--- config.mk ---
export PLATFORM = sky130hd
export DESIGN_NAME = edc_ctrl
export DESIGN_NICKNAME = d
export VERILOG_FILES = /design/src/hdl/edc_pkg.sv /design/src/hdl/edc_fifo_if.sv /design/src/hdl/edc_fifo.sv /design/src/hdl/edc_ref_timer.sv /design/src/hdl/edc_ctrl.sv
export SDC_FILE = /design/constraint.sdc
export NUM_CORES = 1
export LEC_CHECK = 0
export ABC_AREA = 1
export BUFFER_PORTS_ARGS = -buffer_cell sky130_fd_sc_hd__buf_4
export CAP_MARGIN = 20
export CORE_UTILIZATION = 40
export DETAILED_ROUTE_END_ITERATION = 8
export GPL_ROUTABILITY_DRIVEN = 0
export PLACE_DENSITY_LB_ADDON = 0.05
export SLEW_MARGIN = 10
export SYNTH_ARGS = -nofsm -noshare
export SYNTH_HDL_FRONTEND = slang
export SYNTH_SLANG_ARGS = --single-unit
--- constraint.sdc ---
create_clock -name clock -period 5.58 [get_ports clock]
set_input_delay 1.674 -clock clock [delete_from_list [all_inputs] [get_ports clock]]
set_output_delay 1.674 -clock clock [all_outputs]
set_load 0.02 [all_outputs]
--- src/hdl/edc_pkg.sv ---
package edc_pkg;
  localparam int ROW_W = 10;
  localparam int COL_W = 10;
  localparam int ADDR_W = 20;
  localparam int DQ_W = 16;
  localparam int BE_W = 2;
  localparam int CMD_W = 1 + BE_W + ADDR_W + DQ_W;
  localparam int FIFO_DEPTH = 16;
  localparam int CLK_PERIOD_PS = 50000;
  // Power-up pause, least time
  localparam int PWRUP_PAUSE_US = 200;
  localparam int PWRUP_CYCLES = (PWRUP_PAUSE_US * 1000000 + CLK_PERIOD_PS - 1) / CLK_PERIOD_PS;
  // Refresh period and rows, longest spacing per row
  localparam int REF_PERIOD_MS = 16;
  localparam int REF_ROWS = 1024;
  localparam longint REF_PERIOD_PS = longint'(REF_PERIOD_MS) * 64'd1000000000;
  localparam int REF_CYCLES = int'(REF_PERIOD_PS / (longint'(REF_ROWS) * CLK_PERIOD_PS));
  localparam int WAKE_CYCLES = 8;
  localparam logic [BE_W-1:0] BE_NONE = 2'h0;
  localparam logic [DQ_W-1:0] DQ_ZERO = 16'h0000;
  localparam logic [ROW_W-1:0] ROW_ZERO = 10'h000;
  typedef enum logic [3:0] {
    ST_PWRUP, ST_IDLE, ST_LOAD, ST_ROW, ST_COL, ST_ACC, ST_END, ST_PRE,
    ST_CBR_CAS, ST_CBR_RAS, ST_CBR_HOLD
  } edc_state_t;
endpackage

--- src/hdl/edc_fifo_if.sv ---
`timescale 1ns/1ps
interface edc_fifo_if #(parameter int WIDTH = 39);
  logic in_valid;
  logic in_ready;
  logic [WIDTH-1:0] in_data;
  logic out_valid;
  logic out_ready;
  logic [WIDTH-1:0] out_data;
  modport fifo (input in_valid, output in_ready, input in_data,
                output out_valid, input out_ready, output out_data);
  modport user (output in_valid, input in_ready, output in_data,
                input out_valid, output out_ready, input out_data);
endinterface

--- src/hdl/edc_fifo.sv ---
`timescale 1ns/1ps
// Out data is registered: it appears the cycle after out_ready meets out_valid
module edc_fifo #(
  parameter int WIDTH = 39,
  parameter int DEPTH = 16
) (
  input wire logic clock,
  input wire logic rst_n,
  edc_fifo_if.fifo port
);
  import edc_pkg::*;
  localparam int PW = $clog2(DEPTH);
  logic [WIDTH-1:0] mem_ff [DEPTH];
  logic [PW-1:0] wptr_ff;
  logic [PW-1:0] rptr_ff;
  logic [PW:0] cnt_ff;
  logic [PW:0] nxt_cnt;
  logic full_ff;
  logic empty_ff;
  logic in_ready_ff;
  logic [WIDTH-1:0] data_ff;
  logic push;
  logic pop;

  assign push = port.in_valid && !full_ff;
  assign pop = port.out_ready && !empty_ff;
  assign port.in_ready = in_ready_ff;
  assign port.out_valid = !empty_ff;
  assign port.out_data = data_ff;

  always_comb begin
    nxt_cnt = cnt_ff;
    if (push && !pop) begin
      nxt_cnt = cnt_ff + 1'b1;
    end else if (pop && !push) begin
      nxt_cnt = cnt_ff - 1'b1;
    end
  end

  always_ff @(posedge clock) begin
    if (push) begin
      mem_ff[wptr_ff] <= port.in_data;
    end
  end

  always_ff @(posedge clock) begin
    if (!rst_n) begin
      wptr_ff <= '0;
      rptr_ff <= '0;
      cnt_ff <= '0;
      full_ff <= 1'b0;
      empty_ff <= 1'b1;
      in_ready_ff <= 1'b1;
      data_ff <= '0;
    end else begin
      if (push) begin
        wptr_ff <= wptr_ff + 1'b1;
      end
      if (pop) begin
        rptr_ff <= rptr_ff + 1'b1;
        data_ff <= mem_ff[rptr_ff];
      end
      cnt_ff <= nxt_cnt;
      full_ff <= (nxt_cnt == (PW+1)'(DEPTH));
      // Ready kept in its own flop so it leaves the block straight from a register
      in_ready_ff <= (nxt_cnt != (PW+1)'(DEPTH));
      empty_ff <= (nxt_cnt == '0);
    end
  end
endmodule

--- src/hdl/edc_ref_timer.sv ---
`timescale 1ns/1ps
module edc_ref_timer #(
  parameter int PWRUP_CNT = edc_pkg::PWRUP_CYCLES,
  parameter int REF_CNT = edc_pkg::REF_CYCLES
) (
  input wire logic clock,
  input wire logic rst_n,
  output logic pause_done,
  output logic ref_tick
);
  import edc_pkg::*;
  logic [15:0] pause_ff;
  logic [15:0] ref_ff;
  logic pause_done_ff;
  logic ref_tick_ff;

  assign pause_done = pause_done_ff;
  assign ref_tick = ref_tick_ff;

  ////////////////////////////////////////////////////////////////
  // Power-up pause
  always_ff @(posedge clock) begin
    if (!rst_n) begin
      pause_ff <= '0;
      pause_done_ff <= 1'b0;
    end else if (!pause_done_ff) begin
      pause_ff <= pause_ff + 1'b1;
      pause_done_ff <= (pause_ff == 16'(PWRUP_CNT - 1));
    end
  end

  ////////////////////////////////////////////////////////////////
  // One tick per refresh slot, running once the pause is over
  always_ff @(posedge clock) begin
    if (!rst_n) begin
      ref_ff <= '0;
      ref_tick_ff <= 1'b0;
    end else begin
      ref_tick_ff <= 1'b0;
      if (pause_done_ff) begin
        if (ref_ff == 16'(REF_CNT - 1)) begin
          ref_ff <= '0;
          ref_tick_ff <= 1'b1;
        end else begin
          ref_ff <= ref_ff + 1'b1;
        end
      end
    end
  end
endmodule

--- src/hdl/edc_ctrl.sv ---
`timescale 1ns/1ps
module edc_ctrl #(
  parameter int PWRUP_CNT = edc_pkg::PWRUP_CYCLES,
  parameter int REF_CNT = edc_pkg::REF_CYCLES,
  parameter int DEPTH = edc_pkg::FIFO_DEPTH
) (
  input wire logic clock,
  input wire logic rst_n,
  input wire logic req_valid,
  output logic req_ready,
  input wire logic req_write,
  input wire logic [edc_pkg::ADDR_W-1:0] req_addr,
  input wire logic [edc_pkg::BE_W-1:0] req_be,
  input wire logic [edc_pkg::DQ_W-1:0] req_wdata,
  output logic rd_valid,
  output logic [edc_pkg::DQ_W-1:0] rd_data,
  output logic init_done,
  output logic ras_n,
  output logic lower_byte_strobe_n,
  output logic upper_byte_strobe_n,
  output logic we_n,
  output logic oe_n,
  output logic [edc_pkg::ROW_W-1:0] mem_addr,
  input wire logic [edc_pkg::DQ_W-1:0] dq_in,
  output logic [edc_pkg::DQ_W-1:0] dq_out,
  output logic dq_oe
);
  import edc_pkg::*;

  ////////////////////////////////////////////////////////////////
  // Request queue
  edc_fifo_if #(.WIDTH(CMD_W)) q_if ();
  logic pause_done;
  logic ref_tick;
  logic pop_now;

  assign q_if.in_valid = req_valid;
  assign q_if.in_data = {req_write, req_be, req_addr, req_wdata};
  assign req_ready = q_if.in_ready;
  assign q_if.out_ready = pop_now;

  edc_fifo #(.WIDTH(CMD_W), .DEPTH(DEPTH)) u_fifo (
    .clock(clock),
    .rst_n(rst_n),
    .port(q_if.fifo)
  );

  edc_ref_timer #(.PWRUP_CNT(PWRUP_CNT), .REF_CNT(REF_CNT)) u_timer (
    .clock(clock),
    .rst_n(rst_n),
    .pause_done(pause_done),
    .ref_tick(ref_tick)
  );

  ////////////////////////////////////////////////////////////////
  // Refresh bookkeeping
  edc_state_t state_ff;
  edc_state_t nxt_state;
  logic ref_pend_ff;
  logic rewake_ff;
  logic [3:0] wake_left_ff;
  logic init_done_ff;
  logic cbr_start;
  logic wake_start;

  assign cbr_start = (state_ff == ST_CBR_CAS);
  assign wake_start = (state_ff == ST_PWRUP && pause_done) || (state_ff == ST_IDLE && rewake_ff);

  // A tick coinciding with the start of a refresh re-arms the request
  always_ff @(posedge clock) begin
    if (!rst_n) begin
      ref_pend_ff <= 1'b0;
    end else if (ref_tick) begin
      ref_pend_ff <= 1'b1;
    end else if (cbr_start) begin
      ref_pend_ff <= 1'b0;
    end
  end

  // A second tick while one is still owed means the period was missed
  always_ff @(posedge clock) begin
    if (!rst_n) begin
      rewake_ff <= 1'b0;
    end else if (ref_tick && ref_pend_ff && !cbr_start) begin
      rewake_ff <= 1'b1;
    end else if (wake_start) begin
      rewake_ff <= 1'b0;
    end
  end

  always_ff @(posedge clock) begin
    if (!rst_n) begin
      wake_left_ff <= 4'h0;
    end else if (wake_start) begin
      wake_left_ff <= 4'(WAKE_CYCLES);
    end else if (cbr_start && wake_left_ff != 4'h0) begin
      wake_left_ff <= wake_left_ff - 4'h1;
    end
  end

  always_ff @(posedge clock) begin
    if (!rst_n) begin
      init_done_ff <= 1'b0;
    end else if (state_ff == ST_PRE && wake_left_ff == 4'h0 && pause_done) begin
      init_done_ff <= 1'b1;
    end
  end
  assign init_done = init_done_ff;

  ////////////////////////////////////////////////////////////////
  // Cycle sequencer
  logic cmd_wr_ff;
  logic [BE_W-1:0] cmd_be_ff;
  logic [ADDR_W-1:0] cmd_addr_ff;
  logic [DQ_W-1:0] cmd_wdata_ff;
  // Queue head fields, settled during ST_LOAD because the pop happens on leaving idle
  logic head_wr;
  logic [BE_W-1:0] head_be;
  logic [ADDR_W-1:0] head_addr;
  logic [DQ_W-1:0] head_wdata;

  assign {head_wr, head_be, head_addr, head_wdata} = q_if.out_data;

  always_comb begin
    nxt_state = state_ff;
    unique case (state_ff)
      ST_PWRUP: begin
        if (pause_done) begin
          nxt_state = ST_CBR_CAS;
        end
      end
      ST_IDLE: begin
        if (rewake_ff || ref_pend_ff || wake_left_ff != 4'h0) begin
          nxt_state = ST_CBR_CAS;
        end else if (q_if.out_valid && init_done_ff) begin
          nxt_state = ST_LOAD;
        end
      end
      ST_LOAD: nxt_state = ST_ROW;
      ST_ROW: nxt_state = ST_COL;
      ST_COL: nxt_state = ST_ACC;
      ST_ACC: nxt_state = ST_END;
      ST_END: nxt_state = ST_PRE;
      ST_PRE: nxt_state = ST_IDLE;
      ST_CBR_CAS: nxt_state = ST_CBR_RAS;
      ST_CBR_RAS: nxt_state = ST_CBR_HOLD;
      ST_CBR_HOLD: nxt_state = ST_PRE;
      default: nxt_state = ST_IDLE;
    endcase
  end

  always_ff @(posedge clock) begin
    if (!rst_n) begin
      state_ff <= ST_PWRUP;
    end else begin
      state_ff <= nxt_state;
    end
  end

  // The queue's output word is registered, so it is popped one cycle ahead of its use
  assign pop_now = (state_ff == ST_IDLE && nxt_state == ST_LOAD);

  always_ff @(posedge clock) begin
    if (!rst_n) begin
      cmd_wr_ff <= 1'b0;
      cmd_be_ff <= BE_NONE;
      cmd_addr_ff <= '0;
      cmd_wdata_ff <= DQ_ZERO;
    end else if (state_ff == ST_LOAD) begin
      {cmd_wr_ff, cmd_be_ff, cmd_addr_ff, cmd_wdata_ff} <= q_if.out_data;
    end
  end

  // Command steering the pins: the queue head while loading, its held copy after that
  logic cur_wr;
  logic [BE_W-1:0] cur_be;
  logic [ADDR_W-1:0] cur_addr;
  logic [DQ_W-1:0] cur_wdata;

  always_comb begin
    if (state_ff == ST_LOAD) begin
      cur_wr = head_wr;
      cur_be = head_be;
      cur_addr = head_addr;
      cur_wdata = head_wdata;
    end else begin
      cur_wr = cmd_wr_ff;
      cur_be = cmd_be_ff;
      cur_addr = cmd_addr_ff;
      cur_wdata = cmd_wdata_ff;
    end
  end

  ////////////////////////////////////////////////////////////////
  // Pin drivers
  logic ras_n_ff;
  logic lower_byte_strobe_n_n_ff;
  logic upper_byte_strobe_n_n_ff;
  logic we_n_ff;
  logic oe_n_ff;
  logic [ROW_W-1:0] addr_ff;
  logic [DQ_W-1:0] dq_out_ff;
  logic dq_oe_ff;

  always_ff @(posedge clock) begin
    if (!rst_n) begin
      ras_n_ff <= 1'b1;
      lower_byte_strobe_n_n_ff <= 1'b1;
      upper_byte_strobe_n_n_ff <= 1'b1;
    end else begin
      unique case (nxt_state)
        ST_ROW: ras_n_ff <= 1'b0;
        ST_COL: begin
          lower_byte_strobe_n_n_ff <= !cur_be[0];
          upper_byte_strobe_n_n_ff <= !cur_be[1];
        end
        ST_CBR_CAS: begin
          lower_byte_strobe_n_n_ff <= 1'b0;
          upper_byte_strobe_n_n_ff <= 1'b0;
        end
        ST_CBR_RAS: ras_n_ff <= 1'b0;
        ST_END, ST_PRE: begin
          // Both strobes high for a full cycle clears held output data
          ras_n_ff <= 1'b1;
          lower_byte_strobe_n_n_ff <= 1'b1;
          upper_byte_strobe_n_n_ff <= 1'b1;
        end
        default: begin
        end
      endcase
    end
  end

  // Write strobe falls one cycle before the column strobe: early write
  always_ff @(posedge clock) begin
    if (!rst_n) begin
      we_n_ff <= 1'b1;
      oe_n_ff <= 1'b1;
    end else begin
      we_n_ff <= !(cur_wr && (nxt_state == ST_ROW || nxt_state == ST_COL || nxt_state == ST_ACC));
      // Gate held high on writes and refreshes, low only across a read
      oe_n_ff <= !(!cur_wr && (nxt_state == ST_COL || nxt_state == ST_ACC));
    end
  end

  always_ff @(posedge clock) begin
    if (!rst_n) begin
      addr_ff <= ROW_ZERO;
      dq_out_ff <= DQ_ZERO;
      dq_oe_ff <= 1'b0;
    end else begin
      if (nxt_state == ST_ROW) begin
        addr_ff <= cur_addr[ADDR_W-1:COL_W];
      end else if (nxt_state == ST_COL) begin
        addr_ff <= cur_addr[COL_W-1:0];
      end
      dq_out_ff <= cur_wdata;
      dq_oe_ff <= cur_wr && (nxt_state == ST_ROW || nxt_state == ST_COL || nxt_state == ST_ACC);
    end
  end

  assign ras_n = ras_n_ff;
  assign lower_byte_strobe_n = lower_byte_strobe_n_n_ff;
  assign upper_byte_strobe_n = upper_byte_strobe_n_n_ff;
  assign we_n = we_n_ff;
  assign oe_n = oe_n_ff;
  assign mem_addr = addr_ff;
  assign dq_out = dq_out_ff;
  assign dq_oe = dq_oe_ff;

  ////////////////////////////////////////////////////////////////
  // Read return, sampled before any strobe rises
  logic rd_valid_ff;
  logic [DQ_W-1:0] rd_data_ff;

  always_ff @(posedge clock) begin
    if (!rst_n) begin
      rd_valid_ff <= 1'b0;
      rd_data_ff <= DQ_ZERO;
    end else begin
      rd_valid_ff <= (state_ff == ST_ACC && !cmd_wr_ff);
      if (state_ff == ST_ACC && !cmd_wr_ff) begin
        rd_data_ff <= dq_in;
      end
    end
  end

  assign rd_valid = rd_valid_ff;
  assign rd_data = rd_data_ff;
endmodule

* After elaboration in Yosys (flattened, before gate mapping)
Memories as Yosys holds them, arrays and structs flattened. A register that Yosys moved wholly into a read port is not among the register bits.
Index checks and enable logic that the tools add are counted.
** Word-level totals
- Flip-flop bits (word level) :: 133
- Bits in writable memories :: 624
- Word-level logic and storage cells :: 134
- Memories kept :: 1
** Operators by class
- Add/subtract/negate cells :: 7
- Equality and inequality tests :: 22
- Multiplexer cells :: 25
- Bitwise gates (word level) :: 1
- Reductions and logical operators :: 49
** Memory list
- u_fifo.mem_ff :: depth 16, width 39, read ports 1, clocked after Yosys merged registers in 1, wr ports 1, line edc_fifo.sv:13 : logic [WIDTH-1:0] mem_ff [DEPTH];
** Operators with widths (count)
- case mux 4 bit (9 select lines) :: 1
- adder 16 x 1 -> 16 bit (second input constant) :: 2
- == test 4 x 3 -> 1 bit (second input constant) :: 8
- == test 4 bit (second input constant) :: 5
- 2-to-1 mux 10 bit :: 2
- 2-to-1 mux 20 bit :: 1
- 2-to-1 mux 4 bit :: 5
- == test 16 x 12 -> 1 bit (second input constant) :: 1
- == test 16 x 9 -> 1 bit (second input constant) :: 1
- == test 4 x 2 -> 1 bit (second input constant) :: 4
- logical AND 1 bit :: 16
- 2-to-1 mux 16 bit :: 1
- zero test 1 bit :: 12
- 2-to-1 mux 5 bit :: 2
- nonzero test 2 bit :: 5
- 2-to-1 mux 1 bit :: 9
- adder 4 x 1 -> 4 bit (second input constant) :: 2
- zero test 4 bit :: 2
- OR reduction 2 bit :: 4
- logical OR 1 bit :: 6
- case mux 1 bit (3 select lines) :: 2
- adder 5 x 1 -> 5 bit (second input constant) :: 1
- == test 5 bit (second input constant) :: 1
- zero test 5 bit :: 1
- 10 further kinds :: 10

* Longest topological paths before layout
Gate-level depths: netlist of the first run.
- Word-level depth :: 12
- Mapped depth :: 12
- Mapped depth without buffers :: 12

* Hierarchy
A second synthesis of the first run with hierarchy kept.
** Second synthesis, totals
- Cell total of the unflattened synthesis :: 3056
- Area, all modules :: 32009.4 µm²
** Modules (own cells, without submodules)
- edc_fifo :: times used 1, cells each 2402, area each 27357.5 µm², seq. area each 19839.0 µm²
- edc_ctrl :: times used 1, cells each 386, area each 2896.5 µm², seq. area each 1461.4 µm²
- edc_ref_timer :: times used 1, cells each 268, area each 1755.4 µm², seq. area each 680.7 µm²

* Worst setup path after synthesis of the first run
No wires, ideal clock.
- Kind :: input to register
- Start point :: input port req_valid
- End point :: memory u_fifo.mem_ff[0][0], enable pin
- Setup time :: 0.435 ns
- Arrival time :: 3.957 ns
- Setup slack :: 1.187 ns
- Cell stages on the path :: 5
- Cell sequence :: inv_1 > nor2_1 > buf_1 > nand2_1 > nor2_1
** On the way
- Longest elaborated chain between the ends :: 3
** Ends and longest elaborated chain
- from (decl) :: line edc_ctrl.sv:9 : input wire logic req_valid,
- logical AND 1 bit :: line edc_fifo.sv:25 : assign push = port.in_valid && !full_ff;
- 2-to-1 mux 1 bit :: line edc_fifo.sv:41 : if (push) begin
- 2-to-1 mux 1 bit (not written as such) :: line edc_fifo.sv:42 : mem_ff[wptr_ff] <= port.in_data;
- to (decl) :: line edc_fifo.sv:13
Every way passes these cells.

* Worst setup path after layout of the first run
- Start point :: input port req_valid
- End point :: memory u_fifo.mem_ff[7][17], enable pin
The elaborated chain is that of the path after synthesis.

==> results of run 1 <==
-- sequential cells by signal, indices dropped and copies added, names as in the netlist, 2 cells and up --
| name | count |
|---|---|
| mem_addr | 10 |
| state_ff | 4 |
| u_fifo.wptr_ff | 4 |
| wake_left_ff | 4 |
| rd_data | 16 |
| u_timer.pause_ff | 16 |
| u_fifo.mem_ff | 624 |
| u_fifo.port.out_data | 39 |
| cmd_addr_ff | 10 |
| cmd_be_ff | 2 |
| u_fifo.rptr_ff | 4 |
| dq_out | 16 |
| u_fifo.cnt_ff | 5 |
| u_timer.ref_ff | 16 |
-- worst max-delay path: cells and delay by family --
family        cells  cell delay, ns
simple gates      3            0.73
buf+inv           6            1.19
-- metal layers --
| layer | share of wire [%] | wire length, um | vias up |
|---|---|---|---|
| met5 | 0 | 0 | - |
| met4 | 1.9 | 1555 | 0 |
| met3 | 4.9 | 4013 | 108 |
| met2 | 46 | 37660 | 448 |
| met1 | 47 | 38610 | 9972 |
| li1 | - | - | 9648 |
-- final timing paths --
check                         endpoint  slack, ns  depth (start not counted)
setup reg to reg     u_fifo.rptr_ff[3]       2.66                         10
hold reg to reg             dq_out[13]       0.45                          2
setup / recovery  u_fifo.mem_ff[7][17]       2.18                          9
hold / removal              dq_out[13]       0.45                          2
-- cells by family (layout without fill, tap and decap cells) --
logic type	count (synthesis)	count (layout)	share of synthesized area (%)
compound gates	702	702	13.05
xor+xnor	7	7	0.1977
fa+ha+maj	11	11	0.4437
buf+inv	320	459	4.381
flops	786	786	70.87
mux	1	1	0.03227
other cells	0	1	0
simple gates	809	809	11.03
-- power breakdown --
| group | total, mW | switching [mW] | internal, mW |
|---|---|---|---|
| Clock | 5.79 | 2.30 | 3.49 |
| Sequential | 6.42 | 0.0206 | 6.39 |
| Combinational | 0.321 | 0.242 | 0.0793 |
-- synth_stat cells, types with 11 or more instances --
| cell | instances | area [um^2] |
|---|---|---|
| a21oi_1 | 102 | 510.5 |
| buf_2 | 51 | 255.2 |
| clkbuf_1 | 97 | 364.1 |
| dfxtp_1 | 162 | 3243 |
| edfxtp_1 | 624 | 18740 |
| ha_1 | 11 | 137.6 |
| inv_1 | 138 | 518.0 |
| nand2_1 | 137 | 514.2 |
| nand3_1 | 111 | 555.5 |
| nand4_1 | 13 | 81.33 |
| nor2_1 | 488 | 1832 |
| nor3_1 | 18 | 90.09 |
| o211ai_1 | 74 | 555.5 |
| o21ai_0 | 394 | 1972 |
| o21ai_1 | 15 | 75.07 |
| o221ai_1 | 78 | 683.2 |
| o22ai_1 | 27 | 168.9 |
-- stage by stage --
| step | util, % | hold slack, ns |
|---|---|---|
| 3_3_place_gp | 42.99 | 0.4425 |
| 6_report | 46.79 | 0.4473 |
| 4_1_cts | 46.78 | 0.4504 |
| 2_1_floorplan | - | 0.4297 |
| 5_1_grt | 46.78 | 0.4737 |
| 3_5_place_dp | 42.99 | 0.4439 |
-- cell type report --
| type | count | area [um^2] |
|---|---|---|
| diodes | 1 | 2.502 |
| clock buffers | 122 | 2496 |
| clock inverters | 40 | 401.6 |
| fillers | 7003 | 40620 |
| inverters | 149 | 570.5 |
| multi-input cells | 1530 | 7796 |
| flip-flops and latches | 786 | 21990 |
| well taps | 1030 | 1289 |
| repair buffers | 148 | 1161 |
==> results.yml, run 1 <==
synthesis:
  synth_nets: 2705
  ys_types: 46
  postSynthCellCount: 2636
  synth_flop_cell: "edfxtp_1"
  synth_edf_count: 624
  yosysWarnings: 0
  synth_area_per_cell_um2: 11.77
  synth_area_um2: 31020
  async_flop_share_pct: 0
  synth_seq_area_share_pct: 70.87
  ys_ff_latch: 786
floorplan:
  io_pins: 109
  die_h_um: 280.5
  dieWidth_um: 280.5
  die_area_um2: 78660
  std_cell_rows: 101
  start_util_pct: 40.64
  core-area_um2: 76330
timing:
  slew_headroom_pct: 35.17
  fmax_ghz: 0.2940
  setup_tns_ns: 0
  fin_crit_sh_pct: 60.95
  setup_ws_ns: 2.179
  fin_crit_ns: 3.401
  finalHoldViolations: 0
  rsz0062_at_grt: "false"
  clock_skew_ns: 0.02356
  final_max_slew_viol_count: 0
  worstMarginPinSlew_ns: 0.9622
  setup_viol: 0
layout:
  final_cell_mix: "624 x edfxtp_1, 472 x nor2_1, 394 x o21ai_0, 158 x dfxtp_1, 144 x buf_4"
  area_delta_synth_final_pct: 15.14
  nets: 2771
  final_cell_count_no_fill: 3806
  drive_gt1_share_pct: 11.68
  mostFrequentLayoutCell: "edfxtp_1"
  final_area_um2: 35710
setup_path:
  worst_path_max_delay_cell: "buf_4"
  slowest_delay_ns: 0.53
  startpoint_type: "input port"
  path_class: "in2reg"
  path_cells: "buf_4 -> inv_1 -> nor2_1 -> buf_4 -> inv_1 -> nor2_1 -> inv_1 -> nor2_4 -> buf_4"
  crit_path_end_kind: "flop"
  required_ns: 5.84
  startpoint: "req_valid"
  r2r-start: "wake_left_ff[0]"
  worstPathMaxFanout: 27
  cp.arrival_ns: 3.66
global_route:
  grt_pass1_wl_mm: 123.1
  grt_pass1_vias: 19358
  overflow: 0
  track_usage_pct: 20.86
  gr-usage-met3_pct: 3.714
  grtUsageMet2_pct: 32.74
  busiest_layer: "met2"
  grt_max_degree: 122
  met1_usage_pct: 29.97
  antenna_found_initial: 3
pwr:
  ir_drop_mv: 0.2252
  p_per_area_nw_per_um2: 350.7
  p_total_mw: 12.52
  p_leak_nw: 12.17
routing:
  vias: 20176
  drt_iter0_drc: 1459
  firstDrtPassIters: 5
  drc: 0
  wl_mm: 81.84
  wl_per_cell_um: 21.50
  final_antenna_net_count: 0
  avgViaCountPerCell: 5.301
placement:
  numPortBuffers: 108
  dpl_cell_area_um2: 32810
  dp_cells: 3643
  dpl.hpwl_mm: 47.96
  pre_cts_slack_ns: 1.515
clocking:
  path_clk_slew_ns: 0.06
  ctsHoldBuffers: 0
  cts_resized: 0
  clkLatencyLatePin_ns: 0.63
  post-cts-setup-buffer-count: 0
  cts_buffers: 87
  cts_tree: "done"
  htree_levels: 3
  root_buffer: "clkbuf_16"
  cts.path.max_buffers: 3
  cts.sinks: 786
job:
  maxCapViolCount: 0
hold_path:
  hp-class: "reg2reg"
  min_from: "u_fifo.port.out_data[13]"
outcome:
  outcome: "complete, no violations"
(Power assumes the default switching activity.)
==> inputs of run 2 (changes only) <==
==> constraint.sdc (replaced) <==
create_clock -name clock -period 3.25 [get_ports clock]
set_input_delay 0.975 -clock clock [delete_from_list [all_inputs] [get_ports clock]]
set_output_delay 0.975 -clock clock [all_outputs]
set_load 0.02 [all_outputs]
==> results.yml, run 2 (same netlist as run 1, synthesis figures left out) <==
setup_path:
  worst_path_max_delay_cell: "dfxtp_4"
  slowest_delay_ns: 0.52
  required_ns: 3.82
  path_common_cell: "o21ai_0"
  path_cells: "buf_12 -> buf_4 -> nor2_1 -> nor2_1 -> o21ai_0 -> o21ai_0 -> o21ai_0 -> o21ai_1 -> o21ai_1 -> inv_1"
  crit_path_end_kind: "flop"
  r2r-start: "u_fifo.rptr_ff[0]"
  startpoint_type: "flop"
  worstPathMaxFanout: 51
  path_class: "reg2reg"
  startpoint: "u_fifo.rptr_ff[0]"
  cp.arrival_ns: 2.98
clocking:
  cts_buffers: 87
  clkLatencyLatePin_ns: 0.64
  htree_levels: 3
  path_clk_slew_ns: 0.06
  cts.sinks: 786
  cts.path.max_buffers: 3
  ctsHoldBuffers: 0
  cts_tree: "done"
  cts_resized: 0
  post-cts-setup-buffer-count: 0
  root_buffer: "clkbuf_16"
floorplan:
  die_area_um2: 78660
  io_pins: 109
  dieWidth_um: 280.5
  core-area_um2: 76330
  std_cell_rows: 101
  start_util_pct: 40.64
  die_h_um: 280.5
global_route:
  grt_pass1_vias: 19938
  overflow: 0
  grt_pass1_wl_mm: 126.5
  grt_max_degree: 115
  track_usage_pct: 21.46
  antenna_found_initial: 3
timing:
  rsz0062_at_grt: "false"
  fin_crit_sh_pct: 74.20
  setup_tns_ns: 0
  finalHoldViolations: 0
  fmax_ghz: 0.4147
  worstMarginPinSlew_ns: 0.7339
  setup_viol: 0
  clock_skew_ns: 0.02267
  fin_crit_ns: 2.412
  final_max_slew_viol_count: 0
  setup_ws_ns: 0.8385
  slew_headroom_pct: 51.08
layout:
  final_cell_count_no_fill: 3838
  final_cell_mix: "624 x edfxtp_1, 472 x nor2_1, 394 x o21ai_0, 159 x buf_4, 158 x dfxtp_1"
  mostFrequentLayoutCell: "edfxtp_1"
  utilization_pct: 47.32
  area_delta_synth_final_pct: 16.46
  multi_input_area_um2: 7796
  num-fill-cells: 6918
  largest_register_ffs: 624
  nets: 2807
  drive_gt1_share_pct: 12.94
  top_register: "u_fifo.mem_ff"
  seqCellArea_um2: 21990
  final_area_um2: 36120
pwr:
  ir_drop_mv: 0.3685
  p_per_area_nw_per_um2: 585.0
  p_leak_nw: 12.36
placement:
  dpl.hpwl_mm: 50.25
  dp_cells: 3679
  numPortBuffers: 108
  dpl_cell_area_um2: 33340
  pre_cts_slack_ns: 0.5019
routing:
  final_antenna_net_count: 0
  drt_iter0_drc: 1647
  vias: 20443
  drc: 0
  wl_mm: 84.27
  firstDrtPassIters: 7
  avgViaCountPerCell: 5.326
  wl_per_cell_um: 21.96
hold_path:
  hp-class: "reg2reg"
  min_from: "u_fifo.port.out_data[9]"
job:
  maxCapViolCount: 0
outcome:
  outcome: "complete, no violations"
## run 2: cell types whose count changed in the layout (fill, tap and decap cells not counted), sizes merged
cell,delta
buf,+36
bufinv,-3
clkbuf,-2
clkinv,-1
clkinvlp,+3
diode,+1
inv,-2
## run 2: final cells by class
type | count | share of cell area (%)
Multi-Input combinational cell | 1530 | 21.58
Sequential cell | 786 | 60.89
Clock inverter | 37 | 1.029
Antenna cell | 2 | 0.01386
Timing Repair Buffer | 184 | 4.690
Inverter | 149 | 1.576
Clock buffer | 120 | 6.651
Tap cell | 1030 | 3.568
## run 2: layer usage
layer | routed length, um | vias up | global-route usage, %
met2 | 38320 | 439 | 33.43
met4 | 1485 | 2 | 5.226
li1 | - | 9724 | -
met3 | 3906 | 104 | 3.098
met5 | 12 | - | 0
met1 | 40540 | 10174 | 31.49
## run 2: critical path: cells and delay by family, from the launching register on
kind / cells / cell delay, ns
and+or+nand+nor: 2 / 0.18
AOI/OAI and AO/OA: 5 / 0.82
buffers and inverters: 3 / 0.78
DFF: 1 / 0.52
## run 2: final timing paths
| kind | end | slack, ns | depth (start not counted) |
|---|---|---|---|
| min | dq_out[9] | 0.45 | 2 |
| max reg2reg | u_fifo.port.out_data[9] | 0.84 | 10 |
| max | u_fifo.port.out_data[9] | 0.84 | 10 |
| min reg2reg | dq_out[9] | 0.45 | 2 |
## run 2: through the flow
stage	power, mW	hold WS (ns)
after floorplan	11.44	0.4297
after global routing	21.79	0.4691
after global placement	11.81	0.4419
after CTS	21.37	0.4558
after detailed placement	11.82	0.4457
final	21.13	0.4503
## run 2: report_power, final
part	total [mW]	internal [mW]	switching (mW)
sequential	11.0	11.0	0.0362
combinational	0.586	0.154	0.432
clock	9.53	5.58	3.95
